`config.mk`:
```
export PLATFORM = sky130hd
export DESIGN_NAME = iepc_top
export DESIGN_NICKNAME = d
export VERILOG_FILES = /design/src/logic/iepc_pkg.sv /design/src/logic/iepc_sync2.sv /design/src/logic/iepc_top.sv
export SDC_FILE = /design/constraint.sdc
export NUM_CORES = 1
export LEC_CHECK = 0
export BUFFER_PORTS_ARGS = -buffer_cell sky130_fd_sc_hd__buf_2
export CAP_MARGIN = 10
export CORE_MARGIN = 2
export CORE_UTILIZATION = 33
export DETAILED_ROUTE_END_ITERATION = 12
export PLACE_DENSITY = 0.68
export SETUP_SLACK_MARGIN = 0.5
export SYNTH_ARGS = -nofsm -noshare
export SYNTH_HDL_FRONTEND = slang
export SYNTH_SLANG_ARGS = --single-unit
export TNS_END_PERCENT = 100
```
`constraint.sdc`:
```
create_clock -name pclk -period 2.3 [get_ports pclk]
set_input_delay 0.23 -clock pclk [delete_from_list [all_inputs] [get_ports pclk]]
set_output_delay 0.23 -clock pclk [all_outputs]
set_load 0.05 [all_outputs]
```
`src/logic/iepc_pkg.sv`:
```
// Purpose: Shared constants for the interrupt enable and low-power block.
// Assumes: APB with 32-bit data, one aligned word per register.
// Notes: Phase index 0 is state 1 phase 1; twelve phases form a cycle.
package iepc_pkg;
   localparam int ADDR_W = 8;
   // Register byte offsets.
   localparam logic [7:0] OFS_IRQ_EN = 8'h00;
   localparam logic [7:0] OFS_MODE = 8'h04;
   localparam logic [7:0] OFS_T2_FLAGS = 8'h08;
   localparam logic [7:0] OFS_STATUS = 8'h0c;
   // Interrupt enable mask bit positions.
   localparam int BIT_PIN0 = 0;
   localparam int BIT_T0 = 1;
   localparam int BIT_PIN1 = 2;
   localparam int BIT_T1 = 3;
   localparam int BIT_SERIAL = 4;
   localparam int BIT_T2 = 5;
   localparam int BIT_RSVD = 6;
   localparam int BIT_GLOBAL = 7;
   localparam logic [7:0] IRQ_EN_RESET = 8'h00;
   localparam logic [7:0] IRQ_EN_WMASK = 8'hbf;
   localparam int NUM_SOURCES = 6;
   // Mode control bit positions.
   localparam int BIT_IDLE = 0;
   localparam int BIT_PDOWN = 1;
   // Timer 2 flag register bit positions.
   localparam int BIT_T2_OVF = 0;
   localparam int BIT_T2_PIN = 1;
   // Machine cycle timing.
   localparam logic [3:0] PHASES_PER_CYCLE = 4'hc;
   localparam logic [3:0] PH_STATE2_PHASE2 = 4'h3;
   localparam logic [3:0] PH_STATE5_PHASE2 = 4'h9;
   localparam logic [1:0] IDLE_RESET_CYCLES = 2'h2;
endpackage : iepc_pkg

```
`src/logic/iepc_sync2.sv`:
```
// Purpose: Two-flop synchroniser for a group of asynchronous levels.
// Assumes: Inputs change slowly compared to pclk.
// Notes: The first stage is read only by the second stage.
`timescale 1ns/100ps
module iepc_sync2 #(
   parameter int WIDTH = 1,
   parameter logic [WIDTH-1:0] RESET_VAL = '0
) (
   input wire logic pclk,
   input wire logic presetn,
   input wire logic [WIDTH-1:0] async_in,
   output logic [WIDTH-1:0] sync_out
);
   typedef struct packed {
      logic [WIDTH-1:0] meta;
      logic [WIDTH-1:0] sync;
   } iepc_sync_s;

   iepc_sync_s s_q;
   iepc_sync_s s_d;

   always_comb begin
      s_d = s_q;
      s_d.meta = async_in;
      s_d.sync = s_q.meta;
   end

   always_ff @(posedge pclk or negedge presetn) begin
      if (!presetn) begin
         s_q <= {RESET_VAL, RESET_VAL};
      end else begin
         s_q <= s_d;
      end
   end

   assign sync_out = s_q.sync;
endmodule : iepc_sync2

```
`src/logic/iepc_top.sv`:
```
// Purpose: Interrupt enable masking, timer 2 flags and idle/power-down
//    control, reached by software over APB.
// Assumes: Timer 0/1 flags and serial request come from logic on pclk;
//    request pins and the reset pin are asynchronous.
// Notes: pclk is the oscillator; a divide-by-two enable forms phases.
//
// Decided for this implementation: the APB interface to the registers and the address map.
`timescale 1ns/100ps
//
// Overview of operation
// - Six sources: two low-active pins, timers 0, 1, 2, serial port.
// - Each source has its own enable bit; one allows, zero masks.
// - Global enable at bit 7 blocks all requests when zero.
// - Enable bits: t2 5, serial 4, t1 3, pin1 2, t0 1, pin0 0.
// - Timer 2 request is OR of its overflow and pin flags.
// - Timer 2 flags are never cleared on service; software clears.
// - Timer 0/1 flags set at state 5 phase 2, polled next cycle.
// - Timer 2 overflow flag set at state 2 phase 2, polled same cycle; here it is set on the event, at any phase.
// - Oscillator input passes a divide-by-two stage; no duty demand.
// - Idle stops the CPU; peripherals keep running.
// - Idle keeps RAM and special registers unchanged.
// - Idle ends on any enabled interrupt request or hardware reset.
// - Reset ending idle: two cycles with RAM writes blocked, ports open.
// - Power-down stops the oscillator after the requesting instruction.
// - Power-down keeps state; only hardware reset ends it.
// - Reset after power-down reinitialises registers, keeps RAM.
// - Idle drives strobes high, power-down low; port pin states per mode.
// - In up/down mode the pin flag toggles and raises no request.
// - In baud generator mode rollover sets no flag and no request.
module iepc_top (
   input wire logic pclk,
   input wire logic presetn,
   input wire logic psel,
   input wire logic penable,
   input wire logic pwrite,
   input wire logic [iepc_pkg::ADDR_W-1:0] paddr,
   input wire logic [31:0] pwdata,
   output logic [31:0] prdata,
   output logic pready,
   output logic pslverr,
   input wire logic ext_request0_n,
   input wire logic ext_request1_n,
   input wire logic hw_reset_pin,
   input wire logic t0_overflow_flag,
   input wire logic t1_overflow_flag,
   input wire logic serial_request,
   input wire logic t2_overflow_event,
   input wire logic t2_pin_event,
   input wire logic t2_updown_mode,
   input wire logic t2_baud_mode,
   input wire logic ext_prog_mem,
   input wire logic cpu_ale,
   input wire logic cpu_prog_store_strobe_n,
   input wire logic cpu_port2_addr,
   output logic [iepc_pkg::NUM_SOURCES-1:0] irq_request,
   output logic phase_tick,
   output logic cpu_clk_en,
   output logic periph_clk_en,
   output logic osc_stop,
   output logic ram_write_block,
   output logic sfr_reset,
   output logic ale,
   output logic prog_store_strobe_n,
   output logic port0_float,
   output logic port2_addr_sel,
   output logic port_hold
);
   typedef struct packed {
      logic [7:0] irq_en;
      logic idle;
      logic pdown;
      logic t2_ovf;
      logic t2_pin;
      logic [1:0] t01_cap;
      logic [1:0] t01_poll;
      logic div;
      logic [3:0] phase;
      logic rst_prev;
      logic [1:0] idle_rst_cnt;
      logic ram_block;
      logic sfr_rst;
      logic [iepc_pkg::NUM_SOURCES-1:0] irq;
      logic phase_tick;
      logic cpu_en;
      logic periph_en;
      logic osc_stop;
      logic ale;
      logic prog_store_strobe_n_n;
      logic p0_float;
      logic p2_addr;
      logic hold;
      logic pready;
      logic pslverr;
      logic [31:0] prdata;
   } iepc_state_s;

   iepc_state_s s_q;
   iepc_state_s s_d;
   logic [2:0] pins_sync;
   logic pin0_active;
   logic pin1_active;
   logic rst_active;

   iepc_sync2 #(
      .WIDTH(3),
      .RESET_VAL(3'h3)
   ) u_sync (
      .pclk(pclk),
      .presetn(presetn),
      .async_in({hw_reset_pin, ext_request1_n, ext_request0_n}),
      .sync_out(pins_sync)
   );

   assign pin0_active = ~pins_sync[0];
   assign pin1_active = ~pins_sync[1];
   assign rst_active = pins_sync[2];

   // Decodes an APB offset; returns 1 when a register lives there.
   function automatic logic iepc_mapped(input logic [7:0] ofs);
      iepc_mapped = (ofs == iepc_pkg::OFS_IRQ_EN) ||
                    (ofs == iepc_pkg::OFS_MODE) ||
                    (ofs == iepc_pkg::OFS_T2_FLAGS) ||
                    (ofs == iepc_pkg::OFS_STATUS);
   endfunction : iepc_mapped

   always_comb begin
      logic setup;
      logic wr_acc;
      logic cycle_end;
      logic stepping;
      logic [5:0] pending;
      logic [iepc_pkg::NUM_SOURCES-1:0] req;
      logic t2_ovf_set;
      logic t2_pin_tgl;
      logic t2_pin_set;
      logic rst_rise;
      setup = 1'b0;
      wr_acc = 1'b0;
      cycle_end = 1'b0;
      stepping = 1'b0;
      pending = '0;
      req = '0;
      t2_ovf_set = 1'b0;
      t2_pin_tgl = 1'b0;
      t2_pin_set = 1'b0;
      rst_rise = 1'b0;
      s_d = s_q;

      // The oscillator only feeds phases through the halving stage, so
      // its duty cycle never shapes a phase length.
      // Power-down freezes the phase chain as the oscillator stops.
      s_d.div = s_q.pdown ? s_q.div : ~s_q.div;
      stepping = s_q.div && !s_q.pdown;
      if (stepping) begin
         if (s_q.phase == iepc_pkg::PHASES_PER_CYCLE - 4'h1) begin
            s_d.phase = 4'h0;
            cycle_end = 1'b1;
         end else begin
            s_d.phase = s_q.phase + 4'h1;
         end
      end
      s_d.phase_tick = stepping;

      // Timer 0/1 flags are captured at state 5 phase 2 and handed to
      // the poll stage when the next machine cycle begins.
      if (stepping && s_q.phase == iepc_pkg::PH_STATE5_PHASE2) begin
         s_d.t01_cap = {t1_overflow_flag, t0_overflow_flag};
      end
      if (cycle_end) begin
         s_d.t01_poll = s_q.t01_cap;
      end

      // Timer 2 overflow sets the flag in any phase; a baud generator
      // rollover sets nothing.
      t2_ovf_set = t2_overflow_event && !t2_baud_mode;
      // In up/down mode the pin flag toggles on each roll.
      t2_pin_tgl = t2_overflow_event && t2_updown_mode && !t2_baud_mode;
      t2_pin_set = t2_pin_event && !t2_updown_mode;

      // APB: setup registers the answer, access completes with pready.
      setup = psel && !penable;
      wr_acc = psel && penable && pwrite && s_q.pready;
      s_d.pready = setup;
      s_d.pslverr = setup && !iepc_mapped(paddr);
      if (setup) begin
         s_d.prdata = 32'h0;
         case (paddr)
            iepc_pkg::OFS_IRQ_EN: begin
               s_d.prdata[7:0] = s_q.irq_en;
            end
            iepc_pkg::OFS_MODE: begin
               s_d.prdata[iepc_pkg::BIT_IDLE] = s_q.idle;
               s_d.prdata[iepc_pkg::BIT_PDOWN] = s_q.pdown;
            end
            iepc_pkg::OFS_T2_FLAGS: begin
               s_d.prdata[iepc_pkg::BIT_T2_OVF] = s_q.t2_ovf;
               s_d.prdata[iepc_pkg::BIT_T2_PIN] = s_q.t2_pin;
            end
            iepc_pkg::OFS_STATUS: begin
               s_d.prdata[5:0] = s_q.irq;
               s_d.prdata[8] = s_q.ram_block;
               s_d.prdata[9] = s_q.cpu_en;
               s_d.prdata[13:10] = s_q.phase;
            end
            default: begin
               s_d.prdata = 32'h0;
            end
         endcase
      end

      if (wr_acc) begin
         case (paddr)
            iepc_pkg::OFS_IRQ_EN: begin
               // Reserved bit 6 is not stored, so a stray one is
               // harmless here.
               s_d.irq_en = pwdata[7:0] & iepc_pkg::IRQ_EN_WMASK;
            end
            iepc_pkg::OFS_MODE: begin
               // Power-down wins when both bits are written.
               if (pwdata[iepc_pkg::BIT_PDOWN]) begin
                  s_d.pdown = 1'b1;
                  s_d.idle = 1'b0;
               end else if (pwdata[iepc_pkg::BIT_IDLE]) begin
                  s_d.idle = 1'b1;
               end
            end
            iepc_pkg::OFS_T2_FLAGS: begin
               // Service never clears these; software writes one to clear.
               if (pwdata[iepc_pkg::BIT_T2_OVF]) begin
                  s_d.t2_ovf = 1'b0;
               end
               if (pwdata[iepc_pkg::BIT_T2_PIN]) begin
                  s_d.t2_pin = 1'b0;
               end
            end
            default: begin
            end
         endcase
      end

      // Hardware sets after the software clear so an event in the same
      // cycle is kept.
      if (t2_ovf_set) begin
         s_d.t2_ovf = 1'b1;
      end
      if (t2_pin_tgl) begin
         s_d.t2_pin = ~s_d.t2_pin;
      end else if (t2_pin_set) begin
         s_d.t2_pin = 1'b1;
      end

      // Six sources, positioned as the enable mask.
      pending[iepc_pkg::BIT_PIN0] = pin0_active;
      pending[iepc_pkg::BIT_T0] = s_q.t01_poll[0];
      pending[iepc_pkg::BIT_PIN1] = pin1_active;
      pending[iepc_pkg::BIT_T1] = s_q.t01_poll[1];
      pending[iepc_pkg::BIT_SERIAL] = serial_request;
      // Pin flag does not request in up/down mode.
      pending[iepc_pkg::BIT_T2] = s_q.t2_ovf ||
                                  (s_q.t2_pin && !t2_updown_mode);
      // Per-source mask under the global gate.
      req = pending[iepc_pkg::NUM_SOURCES-1:0] &
            s_q.irq_en[iepc_pkg::NUM_SOURCES-1:0] &
            {iepc_pkg::NUM_SOURCES{s_q.irq_en[iepc_pkg::BIT_GLOBAL]}};
      s_d.irq = req;

      // Any enabled request wakes from idle; power-down ignores it.
      if (s_q.idle && (|req)) begin
         s_d.idle = 1'b0;
      end

      // Hardware reset pin handling.
      rst_rise = rst_active && !s_q.rst_prev;
      s_d.rst_prev = rst_active;
      if (rst_rise && s_q.idle) begin
         // Execution runs on for two cycles with RAM writes held off;
         // port accesses stay open.
         s_d.idle = 1'b0;
         s_d.idle_rst_cnt = iepc_pkg::IDLE_RESET_CYCLES;
         s_d.ram_block = 1'b1;
      end else if (s_q.idle_rst_cnt != 2'h0) begin
         if (cycle_end) begin
            s_d.idle_rst_cnt = s_q.idle_rst_cnt - 2'h1;
         end
         if (s_d.idle_rst_cnt == 2'h0) begin
            s_d.ram_block = 1'b0;
         end
      end
      s_d.sfr_rst = rst_active && (s_d.idle_rst_cnt == 2'h0);
      if (s_d.sfr_rst) begin
         // Internal reset reloads the registers; RAM is left alone, and
         // this is the only way out of power-down.
         s_d.irq_en = iepc_pkg::IRQ_EN_RESET;
         s_d.idle = 1'b0;
         s_d.pdown = 1'b0;
         s_d.t2_ovf = 1'b0;
         s_d.t2_pin = 1'b0;
         s_d.t01_cap = 2'h0;
         s_d.t01_poll = 2'h0;
         s_d.irq = '0;
         s_d.ram_block = 1'b0;
      end

      // Idle gates only the CPU; power-down stops everything.
      s_d.cpu_en = !s_d.idle && !s_d.pdown;
      s_d.periph_en = !s_d.pdown;
      s_d.osc_stop = s_d.pdown;
      // The CPU is halted, so RAM and registers hold.
      s_d.hold = s_d.idle || s_d.pdown;

      // Pin states per mode.
      if (s_d.pdown) begin
         s_d.ale = 1'b0;
         s_d.prog_store_strobe_n_n = 1'b0;
         s_d.p0_float = ext_prog_mem;
         s_d.p2_addr = 1'b0;
      end else if (s_d.idle) begin
         s_d.ale = 1'b1;
         s_d.prog_store_strobe_n_n = 1'b1;
         s_d.p0_float = ext_prog_mem;
         s_d.p2_addr = ext_prog_mem;
      end else begin
         s_d.ale = cpu_ale;
         s_d.prog_store_strobe_n_n = cpu_prog_store_strobe_n;
         s_d.p0_float = 1'b0;
         s_d.p2_addr = cpu_port2_addr;
      end
   end

   always_ff @(posedge pclk or negedge presetn) begin
      if (!presetn) begin
         s_q <= '0;
         s_q.irq_en <= iepc_pkg::IRQ_EN_RESET;
         s_q.rst_prev <= 1'b1;
         s_q.sfr_rst <= 1'b1;
         s_q.cpu_en <= 1'b1;
         s_q.periph_en <= 1'b1;
         s_q.prog_store_strobe_n_n <= 1'b1;
      end else begin
         s_q <= s_d;
      end
   end

   assign prdata = s_q.prdata;
   assign pready = s_q.pready;
   assign pslverr = s_q.pslverr;
   assign irq_request = s_q.irq;
   assign phase_tick = s_q.phase_tick;
   assign cpu_clk_en = s_q.cpu_en;
   assign periph_clk_en = s_q.periph_en;
   assign osc_stop = s_q.osc_stop;
   assign ram_write_block = s_q.ram_block;
   assign sfr_reset = s_q.sfr_rst;
   assign ale = s_q.ale;
   assign prog_store_strobe_n = s_q.prog_store_strobe_n_n;
   assign port0_float = s_q.p0_float;
   assign port2_addr_sel = s_q.p2_addr;
   assign port_hold = s_q.hold;
endmodule : iepc_top

```
Word-level counts from Yosys, hierarchy flattened
Cells that the tools add are included.

Flip-flop bits (word level): 62. Input bits: 59. Logic and storage cells: 121.

Add/sub/neg operators: 2. Reductions and logical operators: 47. Bitwise operators: 6. Equality and inequality tests: 5. Mux-type cells: 34.

Operators by type and width (number): logical AND 1 bit (17); == test 8 x 4 -> 1 bit (second input constant) (2); two-way mux 16 bit (1); two-way mux 2 bit (8); nonzero test 3 bit (5); two-way mux 1 bit (14); bitwise AND 6 bit (2); two-way mux 12 bit (1); two-way mux 4 bit (3); two-way mux 6 bit (2); nonzero test 2 bit (5); == test 4 bit (second input constant) (2); == test 8 x 3 -> 1 bit (second input constant) (1); zero test 1 bit (8); zero test 8 bit (1); two-way mux 8 bit (1); case mux 2 bit (4 select lines) (1); case mux 4 bit (2 select lines) (1); two-way mux 3 bit (2); OR reduction 6 bit (1); logical OR 1 bit (5); adder 4 x 1 -> 4 bit (second input constant) (1); zero test 2 bit (2); NOT 1 bit (4); other kinds (3) (4).

Depth between registers and ports, before layout
Word-level depth: 15. Depth in mapped cells: 9. Gate-level depth less buffers: 8.

Hierarchy
Synthesis repeated with hierarchy kept, for this count alone.

Cells, all modules: 282. Area, all modules: 2890.3 um^2.

By module, submodules not included: iepc_top (area an instance 2735.1 um^2, cells an instance 276, sequential area each 1382.6 um^2, instances 1); iepc_sync2 (area an instance 155.1 um^2, cells an instance 6, sequential area each 155.1 um^2, instances 1).

Worst setup path after synthesis
OpenSTA, ideal clock, no wires.

Kind: reg-to-reg. Start point: register, netlist name osc_stop. End point: register s_q (netlist bit irq_request[5]). Library setup time: 0.132 ns. Period minus slack after synthesis: 2.238 ns. Path buffers: 3. Arrival: 2.106 ns. Required time: 2.168 ns. Slack: 0.062 ns. Stages on the path, launching flop included: 8. Path through: dfrtp_1 > nand2b_1 > clkbuf_1 > nor3_2 > mux2i_1 > clkbuf_1 > clkbuf_1 > nor2_1.

RTL lines: end, declared (RTL line iepc_top.sv:97) `iepc_state_s s_q;`.

==> flow_summary_export.csv <==
group,metric,value,unit
synthesis,yosys.area.top_type_share,45.4,%
detailed_routing,first_pass_iters,4,
timing,tns,0,ps
grt,grt_pass1_wl,10100,um
clock_network,cts_buffer_depth,2,
power,p_leak,1.81,nW
detailed_routing,avgRoutedWirePerCell,13.1,um
grt,grt_max_degree,35,
synthesis,yosys_warnings,0,
synthesis,ys_ff_latch,61,
grt,grt_usage,13.6,%
cells_and_area,diodes,0,
setup_path,path_max_fanout,5,
cells_and_area,design_area,0.00357,sq mm
synthesis,syn-cell-area,0.00287,sq mm
run,drv_cap,0,
detailed_routing,first_iter_violations,76,
detailed_routing,wirelength,5950,um
setup_path,critical_path_required,2530,ps
placed_design,gp_congestion,0.798,
power,power.density,725,mW/mm^2
clock_network,cts_root_buffer,"clkbuf_8",
synthesis,async_flop_share,100,%
die,fp-row-count,34,
cells_and_area,area_growth,24.6,%
hold_path,worstHoldStart,"cpu_prog_store_strobe_n",
cells_and_area,multi_input_area,0.00110,sq mm
synthesis,synth_top_area_cell,"dfrtp_1",
detailed_routing,ant_nets,0,
detailed_routing,drcViolationCount,0,
placed_design,place_hpwl,4410,um
setup_path,crit_start,"s_q[55]",
setup_path,crit_slowest_cell,"dfrtp_1",
hold_path,hold_class,"in2reg",
synthesis,synth_cell_types,44,
die,die-area,0.00946,sq mm
placed_design,portBuffers,66,
setup_path,crit_arrival,2050,ps
timing,setup_viol,0,
clock_network,numClockSinks,61,
clock_network,insertion_delay,330,ps
grt,overflow,0,
cells_and_area,final_core_util,41.6,%
setup_path,r2r_start,"s_q[55]",
timing,maxSlewHeadroom,57.8,%
cells_and_area,fin_nets,405,
timing,finalCritPeriodShare,79.0,%
die,io_pins,110,
timing,max_freq,0.550,GHz
placed_design,placed_area,0.00316,sq mm
synthesis,ys.flop_type,"dfrtp_1",
timing,hold_viol,0,
setup_path,crit_chain,"ha_2 > nand3b_1 > nor3_4 > mux2i_2 > a211o_1 > inv_2 > o21a_1",
cells_and_area,drive_gt1_share,39.4,%
cells_and_area,regArea,0.00154,sq mm
timing,grt_setup_unrepaired,"yes",
detailed_routing,vias,2067,
synthesis,synth-edff-count,0,
timing,final.min_clock_period,1820,ps
clock_network,h-tree-depth,3,
power,max-vdd-ir-drop,0.408,mV
synthesis,yosysSeqAreaShare,53.6,%
cells_and_area,fillers,850,
timing,finClkSkew,10.1,ps
synthesis,synth_cells,272,
grt,first_global_vias,2039,
die,die_w,97.2,um
die,core_area,0.00859,sq mm
setup_path,cp-end-kind,"flip-flop",
clock_network,cts_tree,"yes",
outcome,status,"completed",
setup_path,cp-start-kind,"flip-flop",
clock_network,clk_pin_slew,70,ps
synthesis,avgSynthCellArea,10.5,sq um
grt,antenna_found_initial,0,
timing,max_slew.worst_pin.slew,633,ps
setup_path,cpPeakStageDelay,370,ps
detailed_routing,viasPerCell,4.53,
timing,finalMaxSlewViolations,0,
setup_path,crit_type,"reg2reg",
synthesis,synth_area_leaders,"dfrtp_1, buf_4, dfstp_2",
clock_network,cts_made_buffers,9,
die,start_util,33.4,%
die,die_y,97.2,um
[synthesized netlist by cell type, drive strengths merged, types with 2 or more instances]
cell type	count
o21ai	10
and2	3
nand2b	9
a221oi	5
o41ai	2
dfrtp	52
xnor2	3
buf	41
nand3	10
ha	3
or4	2
dfstp	9
mux4	2
nor2	32
inv	8
a21oi	3
clkbuf	7
mux2i	12
nor3	3
nand3b	3
nand2	31
o21a	2
a22o	3
[cell type report]
type	instances	area share, %
well taps	108	3.78
clock inverters	6	2.42
flip-flops and latches	61	43.1
inverters	8	0.840
repair buffers	91	15.2
multi-input cells	172	30.8
clock buffers	10	3.85
[cells by family (layout without fill, tap and decap cells)]
logic type	after synthesis	after routing	share of synthesized area (%)
fa+ha+maj	3	3	1.31
flops	61	61	53.6
simple gates	101	101	17.4
compound gates	32	32	8.11
mux	15	15	6.15
buf+inv	56	115	12.4
xor+xnor	3	3	0.916
other cells	1	18	0.131
[metal layers]
metal | vias up | track usage [%] | share of wire [%]
li1 | 1002 | - | -
met2 | 77 | 19.8 | 45
met5 | - | 0 | 0
met1 | 979 | 18.4 | 45
met3 | 9 | 5.47 | 8.2
met4 | 0 | 4.81 | 1.7
[repair_timing]
item / in CTS / in global routing
endpoints found under the hold margin: 26 / 0
pin swaps: 2 / 6
setup buffers: 8 / 8
setup endpoints to repair: 30 / 18
hold buffers: 4 / 0
resized for setup: 4 / 9
[layout by cell type (no fill, tap or decap), types with 4 or more instances in the layout]
master,instances
nand2_1,31
a221oi_1,5
mux2i_1,11
buf_4,19
nor2_2,5
dlygate4sd3_1,4
clkbuf_8,10
buf_2,66
nand2b_1,7
dfstp_2,9
nand3_1,10
inv_1,6
nor2_1,27
conb_1,18
dfrtp_1,49
o21ai_0,9
[where the power goes]
part,internal [W],leakage [nW],switching [W]
Combinational,0.000134,0.912,0.000234
Clock,0.000637,0.112,0.000407
Sequential,0.00113,0.787,0.0000478
[path summary, 6_finish.rpt]
check / endpoint / slack [ps] / cells past startpoint
min: prog_store_strobe_n / 110 / 2
min in group asynchronous: prdata[13] / 460 / 2
max in group asynchronous: u_sync.s_d[0] / 1160 / 3
min reg2reg: u_sync.sync_out[0] / 350 / 0
max reg2reg: ale / 480 / 7
max: ale / 480 / 7
[flip-flops by register name (all words and copies together) (netlist names), 3 cells and up]
signal and cells:
s_q 22, prdata 14, irq_request 6, u_sync.s_d 3, u_sync.sync_out 3
[per-stage QoR]
step	hold WS, ps	setup WS (ps)	power [W]	cells
6_report	112	483	0.00259	456
5_1_grt	112	361	0.00273	456
4_1_cts	90.3	514	0.00262	448
3_5_place_dp	291	107	0.00153	420
3_3_place_gp	279	162	0.00152	420
2_1_floorplan	-65.6	400	0.00146	289
[worst max-delay path, delay by kind of cell (launching register included)]
| kind | cells | cell delay (ps) |
|---|---|---|
| AO/OA/AOI/OAI | 2 | 360 |
| adder cells (fa/ha/maj) | 1 | 200 |
| buffers and inverters | 1 | 80 |
| flip-flops | 1 | 370 |
| multiplexers | 1 | 300 |
| AND/OR/NAND/NOR | 2 | 400 |
(Power assumes the default switching activity.)
